==> src/aofc_params.svh <==
`ifndef AOFC_PARAMS_SVH
`define AOFC_PARAMS_SVH

// Register word indexes, byte address is four times the index
`define AOFC_IDX_CMP_LO  3'h0
`define AOFC_IDX_CMP_HI  3'h1
`define AOFC_IDX_CTL     3'h2
`define AOFC_IDX_RES     3'h3
`define AOFC_IDX_STS     3'h4
`define AOFC_IDX_CLR     3'h5
`define AOFC_IDX_IEN     3'h6
`define AOFC_IDX_LAST    3'h6

// Filter control fields
`define AOFC_CTL_EN      15
`define AOFC_CTL_MODE    14:13
`define AOFC_CTL_RATIO   12:10
`define AOFC_CTL_IRQ     9
`define AOFC_CTL_CHAN    4:0

// Channel map
`define AOFC_CH_HI_BASE  5'h10
`define AOFC_CH_LAST     5'h14

// Reset values
`define AOFC_RST_CMP     21'h000000
`define AOFC_RST_CHAN    5'h00
`define AOFC_RST_RATIO   3'h0
`define AOFC_RST_EVT     2'h0

// Result format
`define AOFC_SMP_BITS    5'h0c

// Bus answers
`define AOFC_RESP_OK     2'h0
`define AOFC_RESP_SLVERR 2'h2

`endif

==> src/aofc_pkg.sv <==
package aofc_pkg;
    typedef logic [4:0]  aofc_chan_t;
    typedef logic [11:0] aofc_smp_t;
    typedef logic [15:0] aofc_res_t;

    typedef enum logic [1:0] {
        AOFC_OS   = 2'b00,
        AOFC_RSV1 = 2'b01,
        AOFC_RSV2 = 2'b10,
        AOFC_AVG  = 2'b11
    } aofc_mode_e;

    typedef enum logic {
        FST_IDLE = 1'b0,
        FST_ACC  = 1'b1
    } aofc_fst_e;
endpackage

==> src/aofc_acc_if.sv <==
`timescale 1ns/1ns
interface aofc_acc_if;
    import aofc_pkg::*;
    logic       clr;
    logic       vld;
    aofc_smp_t  smp;
    logic [3:0] log2n;
    logic [3:0] shift;
    logic       done;
    aofc_res_t  result;

    modport ctl (output clr, vld, smp, log2n, shift, input done, result);
    modport acc (input clr, vld, smp, log2n, shift, output done, result);
endinterface

==> src/aofc_filter_ctl.sv <==
`timescale 1ns/1ns
`include "aofc_params.svh"
// Summary of operation
// - Enable bits 4..0 of the high compare register pass channels 16..20 to the comparator.
// - Bits 15..5 of the high compare register read as zero and ignore writes.
// - A three-bit ratio field sets sample count, meaning depends on filter mode.
// - Oversampling codes 000 and 100 sum 4 and 2 samples into a 13-bit 12.1 result.
// - Oversampling codes 001 and 101 sum 16 and 8 samples into a 14-bit 12.2 result.
// - Oversampling codes 010 and 110 sum 64 and 32 samples into a 15-bit 12.3 result.
// - Oversampling codes 011 and 111 sum 256 and 128 samples into a 16-bit result.
// - Averaging mode gives a 12-bit mean of 2 to 256 samples for codes 000 to 111.
// - The filter raises the common interrupt on a ready result only when enabled to.
// - A five-bit select picks inputs 0..20 for the filter, higher codes are reserved.
// - A cleared low compare enable bit keeps channel 0..15 from the comparator.
module aofc_filter_ctl #(
    parameter int ADDR_W = 8
) (
    input  wire logic                CLK,
    input  wire logic                RST_N,
    input  wire logic [ADDR_W-1:0]   AWADDR,
    input  wire logic                AWVALID,
    output wire logic                AWREADY,
    input  wire logic [31:0]         WDATA,
    input  wire logic [3:0]          WSTRB,
    input  wire logic                WVALID,
    output wire logic                WREADY,
    output wire logic [1:0]          BRESP,
    output wire logic                BVALID,
    input  wire logic                BREADY,
    input  wire logic [ADDR_W-1:0]   ARADDR,
    input  wire logic                ARVALID,
    output wire logic                ARREADY,
    output wire logic [31:0]         RDATA,
    output wire logic [1:0]          RRESP,
    output wire logic                RVALID,
    input  wire logic                RREADY,
    input  wire logic                CONV_VALID,
    input  wire aofc_pkg::aofc_chan_t CONV_CHAN,
    input  wire aofc_pkg::aofc_smp_t  CONV_DATA,
    output wire logic                CMP_VALID,
    output wire aofc_pkg::aofc_chan_t CMP_CHAN,
    output wire aofc_pkg::aofc_smp_t  CMP_DATA,
    output wire logic                IRQ
);
    import aofc_pkg::*;

    logic              awready_q;
    logic              wready_q;
    logic              bvalid_q;
    logic [1:0]        bresp_q;
    logic [ADDR_W-1:0] awaddr_q;
    logic [31:0]       wdata_q;
    logic [3:0]        wstrb_q;
    logic              arready_q;
    logic              rvalid_q;
    logic [1:0]        rresp_q;
    logic [31:0]       rdata_q;
    logic [31:0]       rd_val;
    logic              wr_fire;
    logic              wr_hit;
    logic [2:0]        wr_idx;
    logic              ar_fire;
    logic              rd_res;
    logic              wr_lo;
    logic              wr_hi;
    logic              wr_ctl;
    logic              wr_clr;
    logic              wr_ien;
    logic [20:0]       compare_channel_enables_q;
    logic              filter_enable_q;
    aofc_mode_e        mode_q;
    logic [2:0]        ratio_select_q;
    logic              common_irq_enable_q;
    logic              rdy_q;
    aofc_chan_t        filter_channel_select_q;
    logic [15:0]       ctl_rd;
    logic [15:0]       ctl_wr;
    aofc_fst_e         fst_q;
    logic              flt_ok;
    logic [1:0]        sts_q;
    logic [1:0]        irq_en_q;
    logic [1:0]        evt;
    logic [1:0]        clr_mask;
    logic              irq_q;
    logic              cmp_valid_q;
    aofc_chan_t        cmp_chan_q;
    aofc_smp_t         cmp_data_q;
    logic [8:0]        h_cnt_q;

    aofc_acc_if acc_if ();

    function automatic logic f_hit(logic [ADDR_W-1:0] a);
        f_hit = (a[ADDR_W-1:5] == '0) && (a[4:2] <= `AOFC_IDX_LAST) && (a[1:0] == 2'h0);
    endfunction

    function automatic logic [2:0] f_idx(logic [ADDR_W-1:0] a);
        f_idx = a[4:2];
    endfunction

    function automatic logic [15:0] f_merge(logic [15:0] old, logic [31:0] d, logic [3:0] s);
        f_merge = {s[1] ? d[15:8] : old[15:8], s[0] ? d[7:0] : old[7:0]};
    endfunction

    // log2 of sample count per mode
    function automatic logic [3:0] f_log2n(aofc_mode_e m, logic [2:0] r);
        if (m == AOFC_AVG) begin
            f_log2n = {1'b0, r} + 4'h1;
        end else if (r[2]) begin
            f_log2n = {1'b0, r[1:0], 1'b1};
        end else begin
            f_log2n = {1'b0, r[1:0], 1'b0} + 4'h2;
        end
    endfunction

    // keep half the gain, or none
    function automatic logic [3:0] f_shift(aofc_mode_e m, logic [2:0] r);
        logic [3:0] k;
        k = f_log2n(m, r);
        f_shift = (m == AOFC_AVG) ? k : (k >> 1);
    endfunction

    function automatic logic [4:0] f_res_w(aofc_mode_e m, logic [2:0] r);
        logic [3:0] k;
        k = f_log2n(m, r);
        f_res_w = (m == AOFC_AVG) ? `AOFC_SMP_BITS : `AOFC_SMP_BITS + 5'((k + 4'h1) >> 1);
    endfunction

    function automatic logic f_chan_on(aofc_chan_t c, logic [20:0] en);
        f_chan_on = (c <= `AOFC_CH_LAST) ? en[c] : 1'b0;
    endfunction

    assign AWREADY = awready_q;
    assign WREADY  = wready_q;
    assign BVALID  = bvalid_q;
    assign BRESP   = bresp_q;
    assign ARREADY = arready_q;
    assign RVALID  = rvalid_q;
    assign RRESP   = rresp_q;
    assign RDATA   = rdata_q;
    assign CMP_VALID = cmp_valid_q;
    assign CMP_CHAN  = cmp_chan_q;
    assign CMP_DATA  = cmp_data_q;
    assign IRQ       = irq_q;

    assign wr_fire = !awready_q && !wready_q && !bvalid_q;
    assign wr_hit  = f_hit(awaddr_q);
    assign wr_idx  = f_idx(awaddr_q);
    assign wr_lo   = wr_fire && wr_hit && wr_idx == `AOFC_IDX_CMP_LO;
    assign wr_hi   = wr_fire && wr_hit && wr_idx == `AOFC_IDX_CMP_HI;
    assign wr_ctl  = wr_fire && wr_hit && wr_idx == `AOFC_IDX_CTL;
    assign wr_clr  = wr_fire && wr_hit && wr_idx == `AOFC_IDX_CLR;
    assign wr_ien  = wr_fire && wr_hit && wr_idx == `AOFC_IDX_IEN;
    assign ar_fire = ARVALID && arready_q;
    assign rd_res  = ar_fire && f_hit(ARADDR) && f_idx(ARADDR) == `AOFC_IDX_RES;

    // Write address and data may arrive in either order
    always_ff @(posedge CLK) begin
        if (!RST_N) begin
            awready_q <= 1'b1;
            wready_q  <= 1'b1;
            bvalid_q  <= 1'b0;
            bresp_q   <= `AOFC_RESP_OK;
            awaddr_q  <= '0;
            wdata_q   <= '0;
            wstrb_q   <= '0;
        end else begin
            if (AWVALID && awready_q) begin
                awready_q <= 1'b0;
                awaddr_q  <= AWADDR;
            end
            if (WVALID && wready_q) begin
                wready_q <= 1'b0;
                wdata_q  <= WDATA;
                wstrb_q  <= WSTRB;
            end
            if (wr_fire) begin
                bvalid_q <= 1'b1;
                bresp_q  <= wr_hit ? `AOFC_RESP_OK : `AOFC_RESP_SLVERR;
            end else if (bvalid_q && BREADY) begin
                bvalid_q  <= 1'b0;
                awready_q <= 1'b1;
                wready_q  <= 1'b1;
            end
        end
    end

    always_comb begin
        rd_val = 32'h0;
        case (f_idx(ARADDR))
            `AOFC_IDX_CMP_LO: rd_val = {16'h0, compare_channel_enables_q[15:0]};
            `AOFC_IDX_CMP_HI: rd_val = {27'h0, compare_channel_enables_q[20:16]};
            `AOFC_IDX_CTL:    rd_val = {16'h0, ctl_rd};
            `AOFC_IDX_RES:    rd_val = {16'h0, acc_if.result};
            `AOFC_IDX_STS:    rd_val = {30'h0, sts_q};
            `AOFC_IDX_IEN:    rd_val = {30'h0, irq_en_q};
            default:          rd_val = 32'h0;
        endcase
    end

    always_ff @(posedge CLK) begin
        if (!RST_N) begin
            arready_q <= 1'b1;
            rvalid_q  <= 1'b0;
            rresp_q   <= `AOFC_RESP_OK;
            rdata_q   <= 32'h0;
        end else if (ar_fire) begin
            arready_q <= 1'b0;
            rvalid_q  <= 1'b1;
            rresp_q   <= f_hit(ARADDR) ? `AOFC_RESP_OK : `AOFC_RESP_SLVERR;
            rdata_q   <= f_hit(ARADDR) ? rd_val : 32'h0;
        end else if (rvalid_q && RREADY) begin
            rvalid_q  <= 1'b0;
            arready_q <= 1'b1;
        end
    end

    // enable bits, high word keeps five bits
    always_ff @(posedge CLK) begin
        if (!RST_N) begin
            compare_channel_enables_q <= `AOFC_RST_CMP;
        end else if (wr_lo) begin
            compare_channel_enables_q[15:0] <=
                f_merge(compare_channel_enables_q[15:0], wdata_q, wstrb_q);
        end else if (wr_hi) begin
            compare_channel_enables_q[20:16] <=
                5'(f_merge({11'h0, compare_channel_enables_q[20:16]}, wdata_q, wstrb_q));
        end
    end

    assign ctl_rd = {filter_enable_q, mode_q, ratio_select_q, common_irq_enable_q, rdy_q,
                     3'h0, filter_channel_select_q};
    assign ctl_wr = f_merge(ctl_rd, wdata_q, wstrb_q);

    always_ff @(posedge CLK) begin
        if (!RST_N) begin
            filter_enable_q         <= 1'b0;
            mode_q                  <= AOFC_OS;
            ratio_select_q          <= `AOFC_RST_RATIO;
            common_irq_enable_q     <= 1'b0;
            filter_channel_select_q <= `AOFC_RST_CHAN;
        end else if (wr_ctl) begin
            filter_enable_q         <= ctl_wr[`AOFC_CTL_EN];
            mode_q                  <= aofc_mode_e'(ctl_wr[`AOFC_CTL_MODE]);
            ratio_select_q          <= ctl_wr[`AOFC_CTL_RATIO];
            common_irq_enable_q     <= ctl_wr[`AOFC_CTL_IRQ];
            filter_channel_select_q <= ctl_wr[`AOFC_CTL_CHAN];
        end
    end

    // run only when enabled, mode and channel valid
    assign flt_ok = filter_enable_q && (mode_q == AOFC_OS || mode_q == AOFC_AVG) &&
                    filter_channel_select_q <= `AOFC_CH_LAST;

    // Any control write restarts the running block
    always_ff @(posedge CLK) begin
        if (!RST_N) begin
            fst_q <= FST_IDLE;
        end else begin
            case (fst_q)
                FST_IDLE: begin
                    if (flt_ok && !wr_ctl) begin
                        fst_q <= FST_ACC;
                    end
                end
                FST_ACC: begin
                    if (!flt_ok || wr_ctl) begin
                        fst_q <= FST_IDLE;
                    end
                end
                default: fst_q <= FST_IDLE;
            endcase
        end
    end

    // only the selected input feeds the filter
    assign acc_if.clr   = fst_q == FST_IDLE;
    assign acc_if.vld   = fst_q == FST_ACC && CONV_VALID && !wr_ctl &&
                          CONV_CHAN == filter_channel_select_q;
    assign acc_if.smp   = CONV_DATA;
    assign acc_if.log2n = f_log2n(mode_q, ratio_select_q);
    assign acc_if.shift = f_shift(mode_q, ratio_select_q);

    aofc_accum u_accum (
        .CLK   (CLK),
        .RST_N (RST_N),
        .bus   (acc_if.acc)
    );

    // set beats read clear, disable forces low
    always_ff @(posedge CLK) begin
        if (!RST_N) begin
            rdy_q <= 1'b0;
        end else if (!filter_enable_q) begin
            rdy_q <= 1'b0;
        end else if (acc_if.done) begin
            rdy_q <= 1'b1;
        end else if (rd_res) begin
            rdy_q <= 1'b0;
        end
    end

    // result event only with common enable
    assign evt[0]   = acc_if.done && filter_enable_q && common_irq_enable_q;
    assign evt[1]   = acc_if.done && filter_enable_q && rdy_q && !rd_res;
    assign clr_mask = wr_clr ? (wdata_q[1:0] & {2{wstrb_q[0]}}) : 2'h0;

    always_ff @(posedge CLK) begin
        if (!RST_N) begin
            sts_q <= `AOFC_RST_EVT;
        end else begin
            sts_q <= (sts_q & ~clr_mask) | evt;
        end
    end

    always_ff @(posedge CLK) begin
        if (!RST_N) begin
            irq_en_q <= `AOFC_RST_EVT;
        end else if (wr_ien && wstrb_q[0]) begin
            irq_en_q <= wdata_q[1:0];
        end
    end

    always_ff @(posedge CLK) begin
        if (!RST_N) begin
            irq_q <= 1'b0;
        end else begin
            irq_q <= |(sts_q & irq_en_q);
        end
    end

    // only enabled channels reach the comparator
    always_ff @(posedge CLK) begin
        if (!RST_N) begin
            cmp_valid_q <= 1'b0;
            cmp_chan_q  <= '0;
            cmp_data_q  <= '0;
        end else begin
            cmp_valid_q <= CONV_VALID && f_chan_on(CONV_CHAN, compare_channel_enables_q);
            cmp_chan_q  <= CONV_CHAN;
            cmp_data_q  <= CONV_DATA;
        end
    end

    // Sample tally seen by the checks
    always_ff @(posedge CLK) begin
        if (!RST_N || acc_if.clr) begin
            h_cnt_q <= 9'h000;
        end else if (acc_if.done) begin
            h_cnt_q <= acc_if.vld ? 9'h001 : 9'h000;
        end else if (acc_if.vld) begin
            h_cnt_q <= h_cnt_q + 9'h001;
        end
    end
endmodule

==> src/aofc_accum.sv <==
`timescale 1ns/1ns
module aofc_accum #(
    parameter int SUM_W = 20,
    parameter int CNT_W = 9
) (
    input wire logic CLK,
    input wire logic RST_N,
    aofc_acc_if.acc  bus
);
    import aofc_pkg::*;

    logic [SUM_W-1:0] sum_q;
    logic [SUM_W-1:0] sum_d;
    logic [CNT_W-1:0] cnt_q;
    logic [CNT_W-1:0] cnt_d;
    logic             last;
    logic             fin;

    assign sum_d = sum_q + SUM_W'(bus.smp);
    assign cnt_d = cnt_q + CNT_W'(1);
    assign last  = cnt_d == (CNT_W'(1) << bus.log2n);
    assign fin   = bus.vld && last && !bus.clr;

    // Running sum restarts after each finished block
    always_ff @(posedge CLK) begin
        if (!RST_N || bus.clr) begin
            sum_q <= '0;
            cnt_q <= '0;
        end else if (bus.vld) begin
            sum_q <= last ? '0 : sum_d;
            cnt_q <= last ? '0 : cnt_d;
        end
    end

    always_ff @(posedge CLK) begin
        if (!RST_N) begin
            bus.done   <= 1'b0;
            bus.result <= '0;
        end else begin
            bus.done <= fin;
            if (fin) begin
                bus.result <= 16'(sum_d >> bus.shift);
            end
        end
    end
endmodule

==> config.mk <==
export PLATFORM = sky130hd
export DESIGN_NAME = aofc_filter_ctl
export DESIGN_NICKNAME = d
export VERILOG_FILES = /design/src/aofc_pkg.sv /design/src/aofc_acc_if.sv /design/src/aofc_filter_ctl.sv /design/src/aofc_accum.sv
export VERILOG_INCLUDE_DIRS = /design/src
export SDC_FILE = /design/constraint.sdc
export NUM_CORES = 1
export LEC_CHECK = 0
export ABC_AREA = 1
export BUFFER_PORTS_ARGS = -buffer_cell sky130_fd_sc_hd__buf_2
export CORE_ASPECT_RATIO = 1.75
export CORE_MARGIN = 2
export CORE_UTILIZATION = 58
export CTS_CLUSTER_DIAMETER = 80
export DETAILED_ROUTE_END_ITERATION = 8
export PLACE_DENSITY = 0.79
export SETUP_SLACK_MARGIN = 0.2
export SLEW_MARGIN = 20
export SYNTH_ARGS = -nofsm -noshare
export SYNTH_HDL_FRONTEND = slang
export SYNTH_HIERARCHICAL = 1
export SYNTH_SLANG_ARGS = --single-unit
export TNS_END_PERCENT = 30
==> constraint.sdc <==
create_clock -name CLK -period 3.4 [get_ports CLK]
set_input_delay 0.17 -clock CLK [delete_from_list [all_inputs] [get_ports CLK]]
set_output_delay 0.17 -clock CLK [all_outputs]
set_load 0.005 [all_outputs]
==> out/results.tsv, run 1 <==
stage	metric	value	unit
run_status	outcome	completed	
timing	finClkSkew	13.20	ps
synth	ys_types	44	
flow_run	drv_cap	0	
pwr	p_leak	5.149	nW
pwr	seq_power_share	45.5	%
finish	nNetsFinal	1680	
clock_tree	clk_latency	420	ps
clock_tree	clock-root-buffer	clkbuf_16	
floorplanning	die_area	16830	sq um
synth	synth_top_area_share	33.49	%
timing	rsz0062_at_grt	no	
timing	final_hold_viol_count	0	
finish	drive_above_1_share	11.57	%
synth	yosysSeqAreaShare	33.49	%
critical_path	crit_type	flop to flop	
timing	setup_viol	0	
drt	dr.pass1.iters	7	
global_routing	grt_pass1_vias	9163	
drt	antenna_left	0	
clock_tree	clk_path_buf_depth	2	
global_routing	grt-ovfl-total	0	
drt	first_iter_violations	529	
clock_tree	worst_setup_hold_path_clk_slew	70	ps
pwr	intPower	3.014	mW
synth	netlist_area	9146	sq um
global_routing	grt_max_degree	84	
synth	yosysTopAreaCell	dfxtp_1	
floorplanning	start_util	59.43	%
timing	relSlewSlack	26.31	%
synth	synth_edf_count	0	
timing	fmax	342.0	MHz
floorplanning	die_w	98.93	um
drt	drcViolationCount	0	
global_routing	grt_usage	30.96	%
pwr	power_density	392.3	nW/um^2
hold_path	hold_path.class	primary input to flop	
synth	ys_warn_count	6	
pwr	switching_share	26.73	%
pwr	pwr-share-comb	7.9	%
drt	via_count	9794	
finish	area_growth	14.64	%
timing	tns	0	ps
clock_tree	cts-buffers-inserted	17	
critical_path	r2r_slack	480	ps
synth	postSynth.asyncResetShare	0	%
critical_path	start_kind	flop	
pwr	p_clk_share	46.6	%
timing	fin_crit	2924	ps
timing	fin_crit_sh	86.01	%
drt	drt-vias-per-instance	5.487	
global_routing	grt_pass1_wl	42410	um
placed_design	detailed_place.area	9664	sq um
floorplanning	io_pins	137	
synth	ys_top_cells_by_count	nand2_1 (482), inv_1 (174), nand3_1 (173), nor2_1 (171), dfxtp_1 (153)	
floorplanning	die_h	170.1	um
clock_tree	cts_tree	built	
critical_path	worstPathArrival	3220	ps
synth	ys_seq_elements	153	
global_routing	antenna_found_initial	0	
pwr	ir_drop	0.2756	mV
synth	yosysMostFrequentCell	nand2_1	
timing	finalMaxSlewViolations	0	
synth	synth_cells	1486	
pwr	p_sw	1.100	mW
finish	final_util	68.13	%
floorplanning	coreArea	15390	sq um
placed_design	dp_hpwl	19520	um
finish	fin_area	10490	sq um
clock_tree	htree_levels	4	
pwr	p_total	4.114	mW
synth	synth_area_leaders	dfxtp_1 (33%), nand2_1 (20%), nand3_1 (9.5%)	
floorplanning	rows	60	
drt	drt_wl_total	26160	um
critical_path	required	3690	ps
timing	worst_pin_slew	1104	ps
finish	fill_cells	1465	
placed_design	place.gp.congestion	0.9943	
critical_path	crit_path_end_kind	flop	
clock_tree	cts.sinks	153	
critical_path	crit_fanout	7	
synth	avgSynthCellArea	6.155	sq um
synth	synthFlopType	dfxtp_1	
placed_design	port_buffers	100	
drt	wl_per_cell	14.65	um
finish	multi_input_area	5099	sq um
finish	seq_area	3063	sq um
finish	diodes	0	
==> cell usage in the layout (no fill, tap or decap), drive strengths merged, types with 16 or more instances in the layout <==
cell type / synthesis / routed
inv: 181 / 190
conb: 1 / 18
a21oi: 88 / 88
nand3: 179 / 179
o21ai: 55 / 55
buf: 38 / 114
nand2: 487 / 487
dlygate4sd3: 0 / 19
ha: 16 / 16
clkbuf: 32 / 18
nor2: 181 / 182
nand4: 30 / 30
dfxtp: 153 / 153
==> area by class of cell <==
type	count	share of cell area (%)
Multi-Input combinational cell	1098	48.63
Sequential cell	153	29.21
Timing Repair Buffer	133	7.745
Inverter	183	6.575
Clock buffer	18	4.189
Tap cell	186	2.220
Clock inverter	14	1.432
==> kinds of logic (layout without fill, tap and decap cells) <==
logic type | after synthesis | in the layout | synth area share, %
compound gates | 161 | 161 | 9.234
xor+xnor | 3 | 3 | 0.2873
fa+ha+maj | 17 | 17 | 2.408
buf+inv | 253 | 348 | 11.71
flops | 153 | 153 | 33.49
other cells | 1 | 18 | 0.04100
simple gates | 898 | 899 | 42.83
==> stage by stage <==
stage | instances | setup slack (ps) | hold WS [ps]
after floorplan | 1503 | 807.4 | 263.5
after global placement | 1731 | 540.3 | 372.1
after detailed placement | 1731 | 474.9 | 377.5
after CTS | 1782 | 425.8 | 1.314
after global routing | 1785 | 217.1 | 13.35
final | 1785 | 475.6 | 3.834
==> worst max-delay path, cell delays in order (launching register included) <==
cell and delay [ps]:
dfxtp_1 340, ha_1 210, ha_1 270, or2_2 310, nand2_1 140, nand2_1 130
nor2_1 160, inv_1 50, nand2_1 60, nand2_1 60, nor2_2 110, nand3_2 130
nor2_2 150, nand4_4 210, buf_4 210, nand2_1 60, inv_1 40, nor2_1 100
a21oi_1 70
==> registers in the layout, summed over array words and instances (netlist names), 3 cells and up <==
| name | count |
|---|---|
| CMP_CHAN | 5 |
| CMP_DATA | 12 |
| RDATA | 16 |
| awaddr_q | 8 |
| compare_channel_enables_q | 21 |
| filter_channel_select_q | 5 |
| ratio_select_q | 3 |
| u_accum/bus.result | 16 |
| u_accum/cnt_q | 9 |
| u_accum/sum_q | 20 |
| wdata_q | 16 |
==> per-layer routing <==
layer  up-vias  wire length [um]  track usage (%)
li1       4880                 -                -
met1      4481              9489            30.93
met2       319             14040            58.67
met3       114              1099            5.298
met4         0              1526            18.11
met5         -                 0                0
==> power groups by stage <==
stage / Clock (mW) / Combinational [mW] / Sequential [mW]
6_report: 1.91 / 0.326 / 1.87
5_1_grt: 1.99 / 0.367 / 1.88
4_1_cts: 1.93 / 0.323 / 1.87
3_5_place_dp: 0 / 0.304 / 1.91
3_3_place_gp: 0 / 0.299 / 1.91
2_1_floorplan: 0 / 0.220 / 1.90
==> final timing paths <==
check,from,to,cells after the start
worst max-delay path,ratio_select_q[0],u_accum/bus.result[10],18
worst min-delay path,WDATA[11],wdata_q[11],3
worst max register to register,ratio_select_q[0],u_accum/bus.result[10],18
worst min register to register,irq_en_q[0],IRQ,2
==> repair_timing <==
item,CTS,global route
setup buffers,0,2
hold buffers,19,0
endpoints found under the hold margin,19,0
setup endpoints to repair,0,10
gates resized for setup,0,4
Power figures use the tool's default switching activity.
==> run 2: changes to the inputs <==
--- a/config.mk
+++ b/config.mk
@@ -6,14 +6,13 @@
 export SDC_FILE = /design/constraint.sdc
 export NUM_CORES = 1
 export LEC_CHECK = 0
-export ABC_AREA = 1
-export BUFFER_PORTS_ARGS = -buffer_cell sky130_fd_sc_hd__buf_2
+export BUFFER_PORTS_ARGS = -buffer_cell sky130_fd_sc_hd__clkbuf_2
 export CORE_ASPECT_RATIO = 1.75
 export CORE_MARGIN = 2
 export CORE_UTILIZATION = 58
 export CTS_CLUSTER_DIAMETER = 80
 export DETAILED_ROUTE_END_ITERATION = 8
-export PLACE_DENSITY = 0.79
+export PLACE_DENSITY = 0.81
 export SETUP_SLACK_MARGIN = 0.2
 export SLEW_MARGIN = 20
 export SYNTH_ARGS = -nofsm -noshare
==> run 2 against run 1 <==
The flow now finishes with violations (hold timing); first-iteration DRC count down 25%; register-to-register slack worse by 420 ps; die area is 3.3% lower; total power is 3.5% lower; global-route usage is 1.7 points lower; clock power is 5% lower; critical path type unchanged.
==> out/results.tsv, run 2 <==
stage	metric	value	unit
placed_design	dp_slack	77.67	ps
finish	reg_top3	compare_channel_enables_q: 21 flops, u_accum/sum_q: 20 flops	
pwr	seq_power_share	46.7	%
pwr	p_clk_share	45.8	%
pwr	power_density	367.4	nW/um^2
timing	finalMaxSlewViolations	0	
drt	first_iter_violations	399	
run_status	violations	hold timing	
synth	postSynth.asyncResetShare	0	%
drt	dr_wl_met3	1088	um
synth	ys_types	83	
drt	dr_wl_met2	13180	um
finish	area_growth	22.35	%
floorplanning	start_util	59.23	%
timing	timing.hold.ws	-1.289	ps
floorplanning	rows	59	
critical_path	reg2reg_from	ratio_select_q[2]	
timing	finClkSkew	13.88	ps
synth	synthFlopType	dfxtp_1	
pwr	intPower	2.931	mW
finish	largest-register	compare_channel_enables_q	
finish	diodes	0	
pwr	p_leak	4.229	nW
finish	largest_register_ffs	21	
clock_tree	cts.sinks	153	
drt	wl_met1	8636	um
pwr	ir_drop	0.3493	mV
run_status	outcome	complete, but fails checks	
synth	synth_cells	1027	
synth	synth_top_area_share	34.68	%
pwr	pwr-share-comb	7.6	%
timing	worst_pin_slew	963.7	ps
timing	fin_crit	3343	ps
drt	maxUsedRoutingLayer	met4	
drt	drt_wl_total	24540	um
hold_path	hp-start	AWADDR[2]	
clock_tree	cts-buffers-inserted	17	
synth	yosysMostFrequentCell	dfxtp_1	
critical_path	worstPathArrival	3630	ps
floorplanning	io_pins	137	
synth	ys_seq_elements	153	
critical_path	r2r-end	u_accum/bus.result[1]	
timing	setup_ws	56.59	ps
timing	rsz0062_at_grt	yes	
global_routing	grt_pass1_wl	39040	um
pwr	p_sw	1.039	mW
global_routing	grt_pass1_vias	8312	
synth	avgSynthCellArea	8.600	sq um
floorplanning	die_h	167.2	um
critical_path	crit_type	flop to flop	
global_routing	grt_max_degree	72	
placed_design	dp_hpwl	16650	um
hold_path	hold_depth	3	
timing	tns	0	ps
drt	antenna_left	0	
placed_design	place.gp.congestion	0.9563	
floorplanning	die_area	16270	sq um
clock_tree	clock-root-buffer	clkbuf_16	
timing	relSlewSlack	35.22	%
clock_tree	htree_levels	4	
placed_design	port_buffers	100	
clock_tree	clk_latency	430	ps
synth	netlist_area	8832	sq um
hold_path	hold_path.class	primary input to flop	
critical_path	crit_path_end_kind	flop	
floorplanning	die_w	97.28	um
critical_path	crit_fanout	7	
timing	setup_viol	0	
finish	drive_above_1_share	23.76	%
timing	final_hold_viol_count	1	
floorplanning	coreArea	14910	sq um
drt	via_count	8254	
critical_path	required	3690	ps
critical_path	crit_start	ratio_select_q[2]	
clock_tree	cts_tree	built	
drt	drcViolationCount	0	
global_routing	grt_usage	29.22	%
pwr	p_total	3.970	mW
hold_path	worstHoldEndpoint	awaddr_q[2]	
finish	nNetsFinal	1255	
synth	synth_edf_count	0	
finish	final_cell_mix	dfxtp_1 (148), nand2_1 (142), clkbuf_2 (99)	
critical_path	rr_worst_depth	13	
global_routing	antenna_found_initial	0	
critical_path	r2r_slack	60	ps
global_routing	grt-ovfl-total	0	
synth	ys_warn_count	6	
clock_tree	worst_setup_hold_path_clk_slew	70	ps
timing	fin_crit_sh	98.34	%
pwr	switching_share	26.18	%
placed_design	detailed_place.area	9573	sq um
clock_tree	clk_path_buf_depth	2	
finish	fill_cells	1093	
synth	ys_top_cells_by_count	dfxtp_1 (153), nand2_1 (144), mux2i_1 (71), nor2_1 (57), a21oi_1 (51)	
drt	wl_per_cell	18.08	um
synth	yosysTopAreaCell	dfxtp_1	
synth	yosysSeqAreaShare	34.68	%
flow_run	drv_cap	0	
timing	fmax	299.1	MHz
drt	dr.pass1.iters	5	
critical_path	start_kind	flop	
drt	drt-vias-per-instance	6.083	
synth	synth_area_leaders	dfxtp_1 (35%), mux2i_1 (8.0%), nand2_1 (6.1%)	
finish	fin_area	10810	sq um
finish	layout_commonest_cell	dfxtp_1	
-- run 2: cell types whose count changed in the layout (fill, tap and decap cells not counted), sizes merged, moves of 37 or more --
cell	delta
nand2	-343
inv	-165
nand3	-143
mux2i	+71
a21oi	-37
clkbuf	+99
nor2	-125
buf	-57
-- run 2: how the worst max path moves through the flow --
stage / to / slack (ps) / cells after the start
final: u_accum/bus.result[1] / 60 / 13
after CTS: u_accum/bus.result[7] / 200 / 14
after detailed placement: u_accum/bus.result[8] / 80 / 14
after global placement: u_accum/bus.result[8] / 140 / 14
after floorplan: u_accum/bus.result[1] / 200 / 13
after global routing: u_accum/bus.result[1] / 3 / 13
-- run 2: cell type report --
| cell class | instances | area [sq um] | share of cell area (%) |
|---|---|---|---|
| multi-input cells | 782 | 5589 | 51.72 |
| clock buffers | 18 | 429.2 | 3.971 |
| repair buffers | 190 | 1287 | 11.91 |
| clock inverters | 14 | 133.9 | 1.239 |
| inverters | 17 | 63.81 | 0.5905 |
| well taps | 183 | 229.0 | 2.119 |
| flip-flops and latches | 153 | 3074 | 28.45 |
-- run 2: critical path: stages (launching register included) --
cell and delay (ps):
dfxtp_4 370, buf_4 150, xor2_1 250, o21ai_2 120
buf_6 150, nor3b_4 210, nand2b_1 90, mux2_4 270
mux2_4 270, or3_4 360, nor4b_4 300, or4b_1 480
o211ai_1 120, a31oi_1 80
-- run 2: logic make-up after synthesis --
kind of cell / share of synthesized area, %
compound gates: 17.21
other cells: 0.04246
xor+xnor: 3.527
mux: 13.15
simple gates: 22.79
flops: 34.68
buf+inv: 6.106
fa+ha+maj: 2.493
-- run 2: power by group through the flow --
stage	Clock (mW)	Combinational, mW	Sequential (mW)
2_1_floorplan	0	0.185	1.89
3_3_place_gp	0	0.257	1.89
3_5_place_dp	0	0.262	1.89
4_1_cts	1.83	0.294	1.85
5_1_grt	1.90	0.327	1.86
6_report	1.82	0.301	1.85
-- run 2: per-stage QoR --
| step | util (%) | cells |
|---|---|---|
| 6_report | 72.47 | 1357 |
| 2_1_floorplan | - | 1044 |
| 3_5_place_dp | 64.20 | 1282 |
| 5_1_grt | 72.47 | 1357 |
| 4_1_cts | 71.40 | 1355 |
| 3_3_place_gp | 64.20 | 1282 |
-- run 2: metal layers --
metal  up-vias  track usage (%)
met5         -                0
met3       114            4.967
met1      3886            28.26
met4         0            20.05
met2       346            55.31
li1       3908                -
-- run 2: what timing repair did --
item                       CTS  global route
hold endpoints to repair    34             0
setup endpoints to repair   27            30
resized for setup           22            37
hold buffers                34             0
pin swaps                    7            11
setup buffers                7             2
==> run 3: changes to the inputs <==
--- a/config.mk
+++ b/config.mk
@@ -9,10 +9,11 @@
 export BUFFER_PORTS_ARGS = -buffer_cell sky130_fd_sc_hd__clkbuf_2
 export CORE_ASPECT_RATIO = 1.75
 export CORE_MARGIN = 2
-export CORE_UTILIZATION = 58
+export CORE_UTILIZATION = 59
+export CTS_BUF_LIST = sky130_fd_sc_hd__clkbuf_8
 export CTS_CLUSTER_DIAMETER = 80
 export DETAILED_ROUTE_END_ITERATION = 8
-export PLACE_DENSITY = 0.81
+export PLACE_DENSITY = 0.82
 export SETUP_SLACK_MARGIN = 0.2
 export SLEW_MARGIN = 20
 export SYNTH_ARGS = -nofsm -noshare
==> run 3 against run 2 <==
The run now ends clean; total power is 7.5% lower; sequential share of layout area shrank 0.23 points; sequential power is essentially flat; critical path depth rose by 1; first-iteration DRC count grew 41%; register-to-register slack better by 20 ps; critical path type unchanged; critical endpoint is now u_accum/bus.result[8]; largest cell class unchanged; largest power group unchanged.
==> out/results.tsv, run 3 (synthesis gave the netlist of run 2 again) <==
stage	metric	value	unit
run_status	outcome	completed	
timing	relSlewSlack	24.78	%
floorplanning	die_area	16000	sq um
pwr	power_density	337.0	nW/um^2
drt	drcViolationCount	0	
pwr	p_leak	4.282	nW
clock_tree	clk_latency	470	ps
clock_tree	clk_path_buf_depth	2	
critical_path	required	3750	ps
finish	final_util	73.78	%
finish	largest-register	compare_channel_enables_q	
critical_path	worstPathArrival	3680	ps
finish	final_cell_mix	dfxtp_1 (148), nand2_1 (141), clkbuf_2 (99)	
clock_tree	cts.sinks	153	
finish	layout_commonest_cell	dfxtp_1	
finish	area_growth	23.33	%
timing	fmax	300.9	MHz
timing	setup_viol	0	
placed_design	dp_hpwl	16860	um
floorplanning	start_util	59.82	%
placed_design	port_buffers	100	
floorplanning	die_w	96.49	um
drt	dr.pass1.iters	5	
global_routing	grt-ovfl-total	0	
global_routing	antenna_found_initial	0	
timing	rsz0062_at_grt	yes	
timing	fin_crit	3324	ps
finish	reg_top3	compare_channel_enables_q: 21 flops, u_accum/sum_q: 20 flops	
floorplanning	coreArea	14760	sq um
clock_tree	clock-root-buffer	clkbuf_8	
clock_tree	worst_setup_hold_path_clk_slew	110	ps
clock_tree	cts_tree	built	
drt	drt-vias-per-instance	6.125	
global_routing	grt_usage	30.53	%
timing	fin_crit_sh	97.76	%
finish	nNetsFinal	1271	
critical_path	start_kind	flop	
global_routing	grt_pass1_vias	8104	
clock_tree	cts-buffers-inserted	17	
floorplanning	rows	59	
drt	drt_wl_total	25060	um
global_routing	grt_max_degree	86	
critical_path	crit_fanout	6	
timing	finalMaxSlewViolations	0	
critical_path	crit_path_end_kind	flop	
timing	final_hold_viol_count	0	
clock_tree	htree_levels	4	
floorplanning	io_pins	137	
timing	tns	0	ps
pwr	ir_drop	0.2216	mV
drt	wl_per_cell	18.25	um
placed_design	place.gp.congestion	0.9689	
hold_path	hold_path.class	primary input to flop	
floorplanning	die_h	165.9	um
finish	diodes	0	
drt	via_count	8409	
timing	worst_pin_slew	1119	ps
critical_path	crit_type	flop to flop	
drt	first_iter_violations	563	
finish	largest_register_ffs	21	
finish	drive_above_1_share	24.03	%
drt	antenna_left	0	
flow_run	drv_cap	0	
global_routing	grt_pass1_wl	38800	um
timing	finClkSkew	21.74	ps
## run 3: cell types whose count changed in the layout (fill, tap and decap cells not counted), moves of 2 or more
cell	before	now
clkbuf_16	17	2
o21ai_1	5	8
dlygate4sd3_1	34	46
clkinvlp_4	2	0
a21boi_1	2	0
a21oi_1	47	45
clkbuf_8	0	17
o21ai_0	38	36
bufinv_16	0	2
clkinv_8	1	3
## run 3: through the flow
step           hold slack, ps  power, mW  cells  setup slack, ps  area [sq um]
2_1_floorplan           270.4      2.071   1044            201.9          8935
3_3_place_gp            387.6      2.151   1280            142.5          9558
3_5_place_dp            396.0      2.156   1280            74.66          9558
4_1_cts                 9.127      3.680   1362            167.8         10600
5_1_grt                 51.46      3.786   1373           -43.07         10890
6_report                27.46      3.671   1373            76.20         10890
## run 3: critical path: stages (launching register included)
cell and delay (ps):
dfxtp_2 340, ha_2 200, and4_1 230, nand2b_4 180, buf_4 160, nor4b_2 260, o21ai_1 130, o21ai_1 180
a31oi_2 160, buf_4 160, or4_4 450, nor3b_4 240, buf_6 150, o311ai_0 150, o21ba_2 230
## run 3: area by class of cell
cell class / instances / area (sq um)
inverters: 17 / 63.81
flip-flops and latches: 153 / 3074
clock inverters: 15 / 203.9
fillers: 1009 / 3871
well taps: 183 / 229.0
clock buffers: 17 / 234.0
multi-input cells: 782 / 5599
repair buffers: 206 / 1489
## run 3: metal layers
layer | up-vias | part of all wire (%) | GRT usage [%]
li1 | 3934 | - | -
met5 | - | 0 | 0
met2 | 392 | 53 | 55.50
met4 | 0 | 7.8 | 19.72
met1 | 3933 | 34 | 31.02
met3 | 150 | 5.1 | 4.401
## run 3: repair_timing
action                                  CTS  global route
endpoints found under the setup margin   27            30
hold buffers                             46             0
gates cloned                              0             2
buffers inserted                          4             9
gates resized for setup                  20            47
endpoints found under the hold margin    46             0
pin swaps                                10            12
## run 3: path summary, 6_finish.rpt
kind / startpoint / endpoint / slack [ps] / depth (start not counted)
worst max-delay path: mode_q[0] / u_accum/bus.result[8] / 80 / 14
worst min-delay path: AWVALID / AWREADY / 30 / 2
worst max register to register: mode_q[0] / u_accum/bus.result[8] / 80 / 14
worst min register to register: u_accum/bus.result[15] / u_accum/bus.result[15] / 470 / 2
## run 3: report_power, final
part	total, mW	switching, mW	internal, mW	leakage, nW
Clock	1.50	0.807	0.697	0.220
Sequential	1.85	0.0252	1.82	1.25
Combinational	0.318	0.171	0.147	2.82
